File: config.mk
export PLATFORM = sky130hd
export DESIGN_NAME = data_address_generator
export DESIGN_NICKNAME = d
export VERILOG_FILES = /design/src/dag_pkg.sv /design/src/data_address_generator.sv
export SDC_FILE = /design/constraint.sdc
export NUM_CORES = 2
export LEC_CHECK = 0
export BUFFER_PORTS_ARGS = -buffer_cell sky130_fd_sc_hd__buf_2
export CAP_MARGIN = 20
export CORE_UTILIZATION = 55
export DETAILED_ROUTE_END_ITERATION = 8
export HOLD_SLACK_MARGIN = 0.05
export MAX_ROUTING_LAYER = met4
export PLACE_DENSITY = 0.76
export SLEW_MARGIN = 10
export SYNTH_ARGS = -nofsm -noshare
export SYNTH_HDL_FRONTEND = slang
export SYNTH_SLANG_ARGS = --single-unit
File: constraint.sdc
create_clock -name core_clk -period 10.1 [get_ports core_clk]
set_clock_uncertainty 0.2 [all_clocks]
set_input_delay 2.02 -clock core_clk [delete_from_list [all_inputs] [get_ports core_clk]]
set_output_delay 2.02 -clock core_clk [all_outputs]
set_load 0.01 [all_outputs]
File: src/dag_pkg.sv
// Purpose: Shared constants and types for the data address generator
// Assumes: 16-bit data areas, two addressing units (X and Y)
// Notes: Address map below locates each region inside one 64K-word area
package dag_pkg;

    localparam int DATA_W = 16;
    localparam int NUM_UNITS = 2;
    localparam int PTRS_PER_UNIT = 4;
    localparam int NUM_PTRS = NUM_UNITS * PTRS_PER_UNIT;

    // Data area map, identical for X and Y
    localparam logic [15:0] RAM_BASE = 16'h0000;
    localparam logic [15:0] RAM_WORDS = 16'h0C00;
    localparam logic [15:0] ROM_BASE = 16'h4000;
    localparam logic [15:0] ROM_WORDS = 16'h3000;
    localparam logic [15:0] PERIPH_BASE = 16'h3800;
    localparam logic [15:0] PERIPH_WORDS = 16'h0040;
    localparam logic [15:0] EXT_BASE = 16'hC000;

    // Region one-hot bit positions
    localparam int REG_RAM_BIT = 0;
    localparam int REG_ROM_BIT = 1;
    localparam int REG_PERIPH_BIT = 2;
    localparam int REG_EXT_BIT = 3;

    // Wait cycle register fields: code 0..3 gives 0, 1, 3, 7 waits
    localparam int WAIT_X_LSB = 0;
    localparam int WAIT_Y_LSB = 2;
    localparam int WAIT_CODE_W = 2;
    localparam int WAIT_CNT_W = 3;
    localparam logic [15:0] WAIT_CFG_RESET = 16'h0000;

    // APB byte offsets
    localparam logic [7:0] OFF_WAIT_CFG = 8'h00;
    localparam logic [7:0] OFF_STATUS = 8'h04;
    localparam logic [7:0] OFF_PTR_BASE = 8'h08;
    localparam logic [7:0] OFF_STEP_BASE = 8'h28;
    localparam logic [7:0] OFF_WRAP_X = 8'h48;
    localparam logic [7:0] OFF_WRAP_Y = 8'h4C;

    // Status bit positions
    localparam int STAT_BUSY_X_BIT = 0;
    localparam int STAT_BUSY_Y_BIT = 1;
    localparam int STAT_WAIT_PIN_BIT = 2;

    localparam logic [15:0] PTR_RESET = 16'h0000;
    localparam logic [15:0] STEP_RESET = 16'h0000;
    localparam logic [15:0] WRAP_RESET = 16'hFFFF;

    // Post-access pointer update modes
    typedef enum logic [2:0] {
        MODE_PLAIN,
        MODE_INC,
        MODE_DEC,
        MODE_STEP_ADD,
        MODE_WRAP_UPDATE,
        MODE_REVERSED_ACCESS,
        MODE_IMMEDIATE_ADD
    } mode_type;

    // Decoder load targets
    typedef enum logic [1:0] {
        LOAD_POINTER,
        LOAD_STEP,
        LOAD_WRAP
    } load_kind_type;

    typedef enum logic {
        ST_IDLE,
        ST_EXT_WAIT
    } unit_state_type;

endpackage : dag_pkg

File: src/data_address_generator.sv
// Purpose: Two data addressing units with pointers, steps, wrap and wait logic
// Assumes: Instruction decoder on core_clk drives access and load ports
// Notes: APB slave gives software the wait cycle register and state readback
`timescale 1ns/1ps

module data_address_generator (
    input wire logic core_clk,
    input wire logic nrst,
    input wire logic ce,
    // Access request per unit (index 0 = X, 1 = Y)
    input wire logic [dag_pkg::NUM_UNITS-1:0] acc_req,
    output logic [dag_pkg::NUM_UNITS-1:0] acc_ready,
    input wire logic [dag_pkg::NUM_UNITS-1:0][1:0] acc_ptr_sel,
    input wire logic [dag_pkg::NUM_UNITS-1:0][2:0] acc_mode,
    input wire logic [dag_pkg::NUM_UNITS-1:0] acc_direct,
    input wire logic [dag_pkg::NUM_UNITS-1:0][15:0] acc_direct_addr,
    input wire logic [dag_pkg::NUM_UNITS-1:0][15:0] acc_imm,
    input wire logic [dag_pkg::NUM_UNITS-1:0] acc_write,
    // Register loads from the decoder
    input wire logic [dag_pkg::NUM_UNITS-1:0] ld_en,
    input wire logic [dag_pkg::NUM_UNITS-1:0][1:0] ld_kind,
    input wire logic [dag_pkg::NUM_UNITS-1:0][1:0] ld_idx,
    input wire logic [dag_pkg::NUM_UNITS-1:0][15:0] ld_data,
    // Memory side
    output logic [dag_pkg::NUM_UNITS-1:0][15:0] mem_addr,
    output logic [dag_pkg::NUM_UNITS-1:0] mem_strobe,
    output logic [dag_pkg::NUM_UNITS-1:0] mem_write,
    output logic [dag_pkg::NUM_UNITS-1:0][3:0] mem_region,
    input wire logic ext_wait,
    // Pointer readback for transfers
    output logic [dag_pkg::NUM_PTRS-1:0][15:0] ptr_value,
    // APB slave
    input wire logic psel,
    input wire logic penable,
    input wire logic pwrite,
    input wire logic [7:0] paddr,
    input wire logic [31:0] pwdata,
    output logic [31:0] prdata,
    output logic pready,
    output logic pslverr
);
    import dag_pkg::*;

    typedef struct packed {
        logic [NUM_PTRS-1:0][15:0] data_pointer;
        logic [NUM_PTRS-1:0][15:0] pointer_step;
        logic [NUM_UNITS-1:0][15:0] wrap_size;
        logic [15:0] wait_cfg;
        logic wait_meta;
        logic wait_sync;
        unit_state_type [NUM_UNITS-1:0] state;
        logic [NUM_UNITS-1:0][WAIT_CNT_W-1:0] wait_cnt;
        logic [NUM_UNITS-1:0][15:0] addr;
        logic [NUM_UNITS-1:0] strobe;
        logic [NUM_UNITS-1:0] write;
        logic [NUM_UNITS-1:0][3:0] region;
        logic apb_answered;
        logic [31:0] rdata;
        logic slverr;
    } dag_state_type;

    dag_state_type state_r;
    dag_state_type state_nxt;

    // Reversed access swaps all 16 address bits
    function automatic logic [15:0] bit_reverse(input logic [15:0] v);
        logic [15:0] r;
        r = '0;
        for (int i = 0; i < 16; i++) begin
            r[i] = v[15 - i];
        end
        return r;
    endfunction : bit_reverse

    // Low part covers every bit up to the wrap size's highest set bit
    function automatic logic [15:0] low_mask(input logic [15:0] w);
        logic [15:0] m;
        m = w;
        m = m | (m >> 1);
        m = m | (m >> 2);
        m = m | (m >> 4);
        m = m | (m >> 8);
        return m;
    endfunction : low_mask

    // Step is signed and assumed no larger than the buffer length
    function automatic logic [15:0] wrap_add(input logic [15:0] ptr, input logic [15:0] step,
                                             input logic [15:0] wrap);
        logic [15:0] mask;
        logic signed [17:0] len;
        logic signed [17:0] sum;
        mask = low_mask(wrap);
        len = $signed({2'b00, wrap}) + 18'sd1;
        sum = $signed({2'b00, ptr & mask}) + $signed({{2{step[15]}}, step});
        if (sum < 18'sd0) begin
            sum = sum + len;
        end else if (sum >= len) begin
            sum = sum - len;
        end
        return (ptr & ~mask) | (sum[15:0] & mask);
    endfunction : wrap_add

    // Unlisted addresses decode to no region; the strobe still goes out
    function automatic logic [3:0] decode_region(input logic [15:0] a);
        logic [3:0] r;
        r = '0;
        r[REG_RAM_BIT] = (a >= RAM_BASE) && (a < RAM_BASE + RAM_WORDS);
        r[REG_ROM_BIT] = (a >= ROM_BASE) && (a < ROM_BASE + ROM_WORDS);
        r[REG_PERIPH_BIT] = (a >= PERIPH_BASE) && (a < PERIPH_BASE + PERIPH_WORDS);
        r[REG_EXT_BIT] = (a >= EXT_BASE);
        return r;
    endfunction : decode_region

    // Codes 0..3 map to 2**code - 1 wait cycles
    function automatic logic [WAIT_CNT_W-1:0] wait_count(input logic [WAIT_CODE_W-1:0] code);
        logic [3:0] c;
        c = (4'h1 << code) - 4'h1;
        return c[WAIT_CNT_W-1:0];
    endfunction : wait_count

    // Post-access pointer value; 16-bit sums wrap modulo 64K
    function automatic logic [15:0] pointer_update(input mode_type m,
        input logic [15:0] cur, input logic [15:0] step,
        input logic [15:0] wrap, input logic [15:0] imm);
        logic [15:0] p;
        p = cur;
        case (m)
            MODE_PLAIN: p = cur;
            MODE_INC: p = cur + 16'h0001;
            MODE_DEC: p = cur - 16'h0001;
            MODE_STEP_ADD: p = cur + step;
            MODE_WRAP_UPDATE: p = wrap_add(cur, step, wrap);
            MODE_REVERSED_ACCESS: p = cur + step;
            MODE_IMMEDIATE_ADD: p = cur + imm;
            default: p = cur;
        endcase
        return p;
    endfunction : pointer_update

    logic [NUM_UNITS-1:0] acc_take;
    logic apb_access;
    logic apb_commit;

    always_comb begin
        for (int u = 0; u < NUM_UNITS; u++) begin
            // Refused requests must be held until ready returns
            acc_ready[u] = (state_r.state[u] == ST_IDLE);
            acc_take[u] = ce && acc_req[u] && acc_ready[u];
        end
    end

    assign apb_access = psel && penable;
    assign apb_commit = ce && apb_access && state_r.apb_answered;

    always_comb begin
        logic [2:0] pidx;
        logic [15:0] cur;
        logic [15:0] step;
        logic [15:0] ea;
        logic [15:0] nxt_ptr;
        logic [3:0] reg_hit;
        logic [WAIT_CODE_W-1:0] code;
        logic [5:0] word;
        pidx = '0;
        cur = '0;
        step = '0;
        ea = '0;
        nxt_ptr = '0;
        reg_hit = '0;
        code = '0;
        word = '0;
        state_nxt = state_r;

        // Wait input comes from an external memory: two-stage sync
        // A dropped wait shows two cycles late, so strobes may run long
        state_nxt.wait_meta = ext_wait;
        state_nxt.wait_sync = state_r.wait_meta;

        for (int u = 0; u < NUM_UNITS; u++) begin
            // Unit u owns pointers u*4 .. u*4+3 and its own wrap size
            pidx = 3'(u * PTRS_PER_UNIT) + {1'b0, acc_ptr_sel[u]};
            cur = state_r.data_pointer[pidx];
            step = state_r.pointer_step[pidx];

            if (acc_direct[u]) begin
                ea = acc_direct_addr[u];
            end else if (mode_type'(acc_mode[u]) == MODE_REVERSED_ACCESS) begin
                ea = bit_reverse(cur);
            end else begin
                ea = cur;
            end

            // Wrap size belongs to the unit, so X and Y never share one
            nxt_ptr = pointer_update(mode_type'(acc_mode[u]), cur, step,
                                     state_r.wrap_size[u], acc_imm[u]);

            reg_hit = decode_region(ea);
            code = state_r.wait_cfg[(u == 0 ? WAIT_X_LSB : WAIT_Y_LSB) +: WAIT_CODE_W];

            case (state_r.state[u])
                ST_IDLE: begin
                    state_nxt.strobe[u] = 1'b0;
                    if (acc_take[u]) begin
                        state_nxt.addr[u] = ea;
                        state_nxt.region[u] = reg_hit;
                        state_nxt.write[u] = acc_write[u];
                        state_nxt.strobe[u] = 1'b1;
                        // Update only with an access; visible to the next request
                        if (!acc_direct[u]) begin
                            state_nxt.data_pointer[pidx] = nxt_ptr;
                        end
                        if (reg_hit[REG_EXT_BIT]) begin
                            state_nxt.state[u] = ST_EXT_WAIT;
                            state_nxt.wait_cnt[u] = wait_count(code);
                        end
                    end
                end
                ST_EXT_WAIT: begin
                    // Strobe stays up: 1 + waits + pin-held cycles
                    if (state_r.wait_cnt[u] != '0) begin
                        state_nxt.wait_cnt[u] = state_r.wait_cnt[u] - 1'b1;
                    end else if (!state_r.wait_sync) begin
                        state_nxt.state[u] = ST_IDLE;
                        state_nxt.strobe[u] = 1'b0;
                    end
                end
                default: begin
                    state_nxt.state[u] = ST_IDLE;
                    state_nxt.strobe[u] = 1'b0;
                end
            endcase

            // Decoder loads override a same-cycle post-access update
            if (ld_en[u]) begin
                pidx = 3'(u * PTRS_PER_UNIT) + {1'b0, ld_idx[u]};
                case (load_kind_type'(ld_kind[u]))
                    LOAD_POINTER: state_nxt.data_pointer[pidx] = ld_data[u];
                    LOAD_STEP: state_nxt.pointer_step[pidx] = ld_data[u];
                    LOAD_WRAP: state_nxt.wrap_size[u] = ld_data[u];
                    default: state_nxt.wrap_size[u] = state_r.wrap_size[u];
                endcase
            end
        end

        // APB: one wait state loads read data, the next cycle completes
        if (apb_access && !state_r.apb_answered) begin
            state_nxt.apb_answered = 1'b1;
            state_nxt.rdata = '0;
            state_nxt.slverr = 1'b0;
            word = paddr[7:2];
            if (paddr == OFF_WAIT_CFG) begin
                state_nxt.rdata = {16'h0000, state_r.wait_cfg};
            end else if (paddr == OFF_STATUS) begin
                state_nxt.rdata[STAT_BUSY_X_BIT] = (state_r.state[0] != ST_IDLE);
                state_nxt.rdata[STAT_BUSY_Y_BIT] = (state_r.state[1] != ST_IDLE);
                state_nxt.rdata[STAT_WAIT_PIN_BIT] = state_r.wait_sync;
                state_nxt.slverr = pwrite;
            end else if (paddr >= OFF_PTR_BASE && paddr < OFF_STEP_BASE) begin
                state_nxt.rdata = {16'h0000, state_r.data_pointer[3'(word - OFF_PTR_BASE[7:2])]};
                state_nxt.slverr = pwrite;
            end else if (paddr >= OFF_STEP_BASE && paddr < OFF_WRAP_X) begin
                state_nxt.rdata = {16'h0000, state_r.pointer_step[3'(word - OFF_STEP_BASE[7:2])]};
                state_nxt.slverr = pwrite;
            end else if (paddr == OFF_WRAP_X) begin
                state_nxt.rdata = {16'h0000, state_r.wrap_size[0]};
                state_nxt.slverr = pwrite;
            end else if (paddr == OFF_WRAP_Y) begin
                state_nxt.rdata = {16'h0000, state_r.wrap_size[1]};
                state_nxt.slverr = pwrite;
            end else begin
                state_nxt.slverr = 1'b1;
            end
            if (paddr[1:0] != 2'b00) begin
                state_nxt.slverr = 1'b1;
                state_nxt.rdata = '0;
            end
        end
        // Write lands only at the edge where pready is shown
        if (apb_commit) begin
            state_nxt.apb_answered = 1'b0;
            if (pwrite && paddr == OFF_WAIT_CFG) begin
                state_nxt.wait_cfg = pwdata[15:0];
            end
        end
    end

    // Reset beats the clock enable so a frozen core can still restart
    always_ff @(posedge core_clk) begin
        if (!nrst) begin
            state_r.data_pointer <= {NUM_PTRS{PTR_RESET}};
            state_r.pointer_step <= {NUM_PTRS{STEP_RESET}};
            state_r.wrap_size <= {NUM_UNITS{WRAP_RESET}};
            state_r.wait_cfg <= WAIT_CFG_RESET;
            state_r.wait_meta <= 1'b0;
            state_r.wait_sync <= 1'b0;
            for (int u = 0; u < NUM_UNITS; u++) begin
                state_r.state[u] <= ST_IDLE;
            end
            state_r.wait_cnt <= '0;
            state_r.addr <= '0;
            state_r.strobe <= '0;
            state_r.write <= '0;
            state_r.region <= '0;
            state_r.apb_answered <= 1'b0;
            state_r.rdata <= '0;
            state_r.slverr <= 1'b0;
        end else if (ce) begin
            state_r <= state_nxt;
        end
    end

    // Data outputs straight from flops; only pready and pslverr are gated
    assign mem_addr = state_r.addr;
    assign mem_strobe = state_r.strobe;
    assign mem_write = state_r.write;
    assign mem_region = state_r.region;
    assign ptr_value = state_r.data_pointer;
    assign prdata = state_r.rdata;
    assign pslverr = state_r.slverr && apb_commit;
    assign pready = apb_commit;

endmodule : data_address_generator

==> impl_results.md <==
- H-tree depth reported by CTS: 2
- DIE AREA: 55030 um2
- Antenna violations before repair: 11
- Number of clock buffers inserted by TritonCTS: 38
- Worst path arrival time: 8.79 ns
- Final min period: 8.596 ns
- Primary FF master, synth: sky130_fd_sc_hd__dfxtp_1
- Hold WC Path Type: flip-flop to flip-flop
- Total global routing track utilization: 0.4104
- Number of nets at the end of the flow: 3991
- Grt ovf: 0
- Total negative setup slack: 0 ns
- Peak fanout along the critical path: 22
- Total leakage power: 13.22 nW
- Length of the first detailed-routing pass in iterations: 6
- Met1 usage in global routing: 0.5150
- Post-Synthesis Cell Area: 29750 um2
- Actual slew at the worst max-slew pin: 1.189 ns
- Number of sinks handled by clock tree synthesis: 376
- Post-synthesis average cell area: 8.057 um2
- Number of enable-type register cells in the synthesized netlist: 0
- TritonCTS clock tree: built
- Fraction of the yosys area taken by sequential cells: 0.2530
- Synthesized flop and latch total: 376
- Final count of pins violating max slew: 0
- Pwr Density: 124.8 nW/um2
- Die height: 234.6 um
- Final core utilization: 0.5978
- Outcome: completed
- Top-Level Pins: 377
- Global routing met3 resource utilization: 0.08164
- Yosys warns: 0
- Peak clock frequency supported by timing: 116.3 MHz
- Ys async rst share: 0
- Number of global-route vias before repair: 25912
- DRC violation total after the first TritonRoute iteration: 4045
- Starting density of the core: 0.5617
- GRT Max-Usage Layer: met2
- Aggregate routed wire length: 114400 um
- Final period util: 0.8511
- DP Wirelength: 85130 um
- Cts-stage hold buffer count: 0
- Antenna Violating Nets Remaining: 0
- RSZ-0062 raised after global routing: false
- Post-CTS setup repair buffer count: 0
- Critical path startpoint category: input port
- First-pass GRT wire length: 164300 um
- Count of cells resized by post-cts repair: 0
- Post-synthesis instance total: 3693
- Per-cell via count in the routed design: 6.719
- Clock transition at the registers of the reported paths: 0.06 ns
- Final setup violation count: 0
- Area growth from synthesis to layout: 6.421%
- Cell accounting for the most synthesized area: sky130_fd_sc_hd__dfxtp_1
- Data required time of the worst path: 10.29 ns
- Post-route worst hold slack: 0.2498 ns
- Cell types occupying the most area after synthesis: sky130_fd_sc_hd__dfxtp_1 (25%), sky130_fd_sc_hd__mux4_2 (9.5%), sky130_fd_sc_hd__a21oi_1 (6.3%)
- Share of the synthesized area in the top cell type: 0.2530
- Met2 GRT Util: 0.5999
- Fill cell instance count of the final layout: 4868
- Largest buffer count on any clock path: 3
- Number of I/O port buffers: 344
- CP Class: input port to flip-flop
- Type of destination of the critical path: flip-flop
- Clock tree root driver cell: sky130_fd_sc_hd__clkbuf_16
- Clk_lat worst skew: 0.56 ns
- Count of max-cap constraint violations: 0
- Post-layout total power: 3.952 mW
- Maximum number of pins on one net before global-route repair: 81
- Max-Slew Margin vs Limit: 0.2074
- Area of combinational cells with multiple inputs: 19190 um2
- Ratio of cells with drive above 1 in the final layout: 0.1809
- Sequential standard cell area: 7527 um2
- Horizontal die dimension: 234.6 um
- Largest vdd supply drop: 105.0 uV
- Average routed wire per standard cell: 25.95 um
- Number of endpoints with negative hold slack in the final report: 0
- Count of unique library cells instantiated by Yosys: 90
- Total via count in the routed design: 29609
- Number of rows created at floorplan: 84
- Area of the core: 52970 um2
- Routability congestion estimate: 1.040
- Post-route DRC violation count: 0
==> synth_stat cells (all sizes together), types with 73 or more instances <==
master / n
clkbuf: 227
nand2: 451
nand3: 76
buf: 250
mux4: 126
o221ai: 113
inv: 143
o21ai: 142
nor2: 293
dfxtp: 376
mux2i: 112
a21oi: 376
ha: 137
xnor2: 73
==> worst paths after layout <==
kind	from	to	slack (ns)	cells after the start
max	acc_ptr_sel[2]	ptr_value[85]	1.50	19
min	mem_addr[20]	mem_addr[20]	0.25	2
max reg2reg	state_r[135]	ptr_value[85]	1.57	26
min reg2reg	mem_addr[20]	mem_addr[20]	0.25	2
==> kinds of logic (layout without fill, tap and decap cells) <==
kind of cell             after synthesis  after routing  share of synthesized area
AO/OA/AOI/OAI                       1051           1051                     0.2344
XOR/XNOR                             106            106                    0.03120
adder cells (fa/ha/maj)              145            145                    0.06299
buffers and inverters                623            619                     0.1057
flip-flops                           376            376                     0.2530
multiplexers                         248            248                     0.1368
other                                  1             31                  0.0001260
AND/OR/NAND/NOR                     1143           1143                     0.1758
==> worst max-delay path, stage by stage <==
cell and delay, ns:
sky130_fd_sc_hd__buf_2 0.56, sky130_fd_sc_hd__mux4_2 0.76, sky130_fd_sc_hd__and2_1 0.23, sky130_fd_sc_hd__ha_1 0.34
sky130_fd_sc_hd__nor2b_1 0.16, sky130_fd_sc_hd__o31ai_1 0.35, sky130_fd_sc_hd__a21oi_1 0.19, sky130_fd_sc_hd__o21ai_0 0.25
sky130_fd_sc_hd__nand2_1 0.08, sky130_fd_sc_hd__o311ai_0 0.42, sky130_fd_sc_hd__buf_4 0.22, sky130_fd_sc_hd__ha_1 0.33
sky130_fd_sc_hd__or4_1 0.60, sky130_fd_sc_hd__a32o_1 0.33, sky130_fd_sc_hd__or2_2 0.47, sky130_fd_sc_hd__nor2_1 0.47
sky130_fd_sc_hd__a211oi_1 0.24, sky130_fd_sc_hd__a31oi_1 0.60, sky130_fd_sc_hd__a21oi_1 0.14
==> per-layer routing <==
metal,wire (um),vias up
li1,-,13207
met1,43010,13907
met2,48910,2124
met3,13420,371
met4,9032,0
met5,0,-
==> power by group <==
part	internal [mW]	switching [mW]	leakage, nW
combinational	0.324	0.582	9.53
sequential	1.51	0.0363	3.04
clock	0.873	0.628	0.644
==> registers in the layout, indices dropped and copies added (netlist names) <==
signal	flops
mem_addr	32
state_r	187
ptr_value	128
prdata	16
mem_write	2
state_nxt	1
mem_region	8
mem_strobe	2
==> layout by cell type, fill, tap and decap left out, types with 24 or more instances in the layout <==
| cell type | Yosys | final |
|---|---|---|
| sky130_fd_sc_hd__a211oi_1 | 25 | 25 |
| sky130_fd_sc_hd__a21o_1 | 26 | 26 |
| sky130_fd_sc_hd__a21oi_1 | 372 | 371 |
| sky130_fd_sc_hd__a22o_1 | 32 | 32 |
| sky130_fd_sc_hd__a31oi_1 | 32 | 32 |
| sky130_fd_sc_hd__and2_1 | 34 | 34 |
| sky130_fd_sc_hd__buf_2 | 17 | 341 |
| sky130_fd_sc_hd__buf_4 | 205 | 64 |
| sky130_fd_sc_hd__clkbuf_16 | 0 | 39 |
| sky130_fd_sc_hd__dfxtp_1 | 376 | 376 |
| sky130_fd_sc_hd__ha_1 | 137 | 136 |
| sky130_fd_sc_hd__inv_1 | 143 | 143 |
| sky130_fd_sc_hd__mux2i_1 | 112 | 112 |
| sky130_fd_sc_hd__mux4_2 | 126 | 126 |
| sky130_fd_sc_hd__nand2_1 | 451 | 451 |
| sky130_fd_sc_hd__nand2b_1 | 34 | 34 |
| sky130_fd_sc_hd__nand3_1 | 76 | 76 |
| sky130_fd_sc_hd__nor2_1 | 293 | 290 |
| sky130_fd_sc_hd__nor2b_1 | 59 | 59 |
| sky130_fd_sc_hd__nor3_1 | 64 | 61 |
| sky130_fd_sc_hd__o211ai_1 | 24 | 24 |
| sky130_fd_sc_hd__o21a_1 | 27 | 27 |
| sky130_fd_sc_hd__o21ai_0 | 140 | 140 |
| sky130_fd_sc_hd__o221ai_1 | 113 | 113 |
| sky130_fd_sc_hd__o22ai_1 | 47 | 47 |
| sky130_fd_sc_hd__xnor2_1 | 73 | 72 |
| sky130_fd_sc_hd__xor2_1 | 33 | 33 |
==> cell type report <==
| cell class | count | share of cell area |
|---|---|---|
| tap | 688 | 0.02719 |
| inverter | 146 | 0.01747 |
| sequential | 376 | 0.2377 |
| multi-input combinational | 2709 | 0.6059 |
| clock inverter | 10 | 0.004070 |
| clock buffer | 57 | 0.03675 |
| antenna | 15 | 0.001185 |
| timing repair buffer | 406 | 0.06970 |
==> per-stage QoR <==
step,area [um2],worst slack [ns],cells
CTS,31610,1.671,4390
global placement,30320,1.107,4323
global route,31650,1.219,4403
floorplan,29810,1.644,3708
detailed placement,30320,1.123,4323
finish,31660,1.504,4407
No activity file was read; power rests on OpenSTA's default activity.
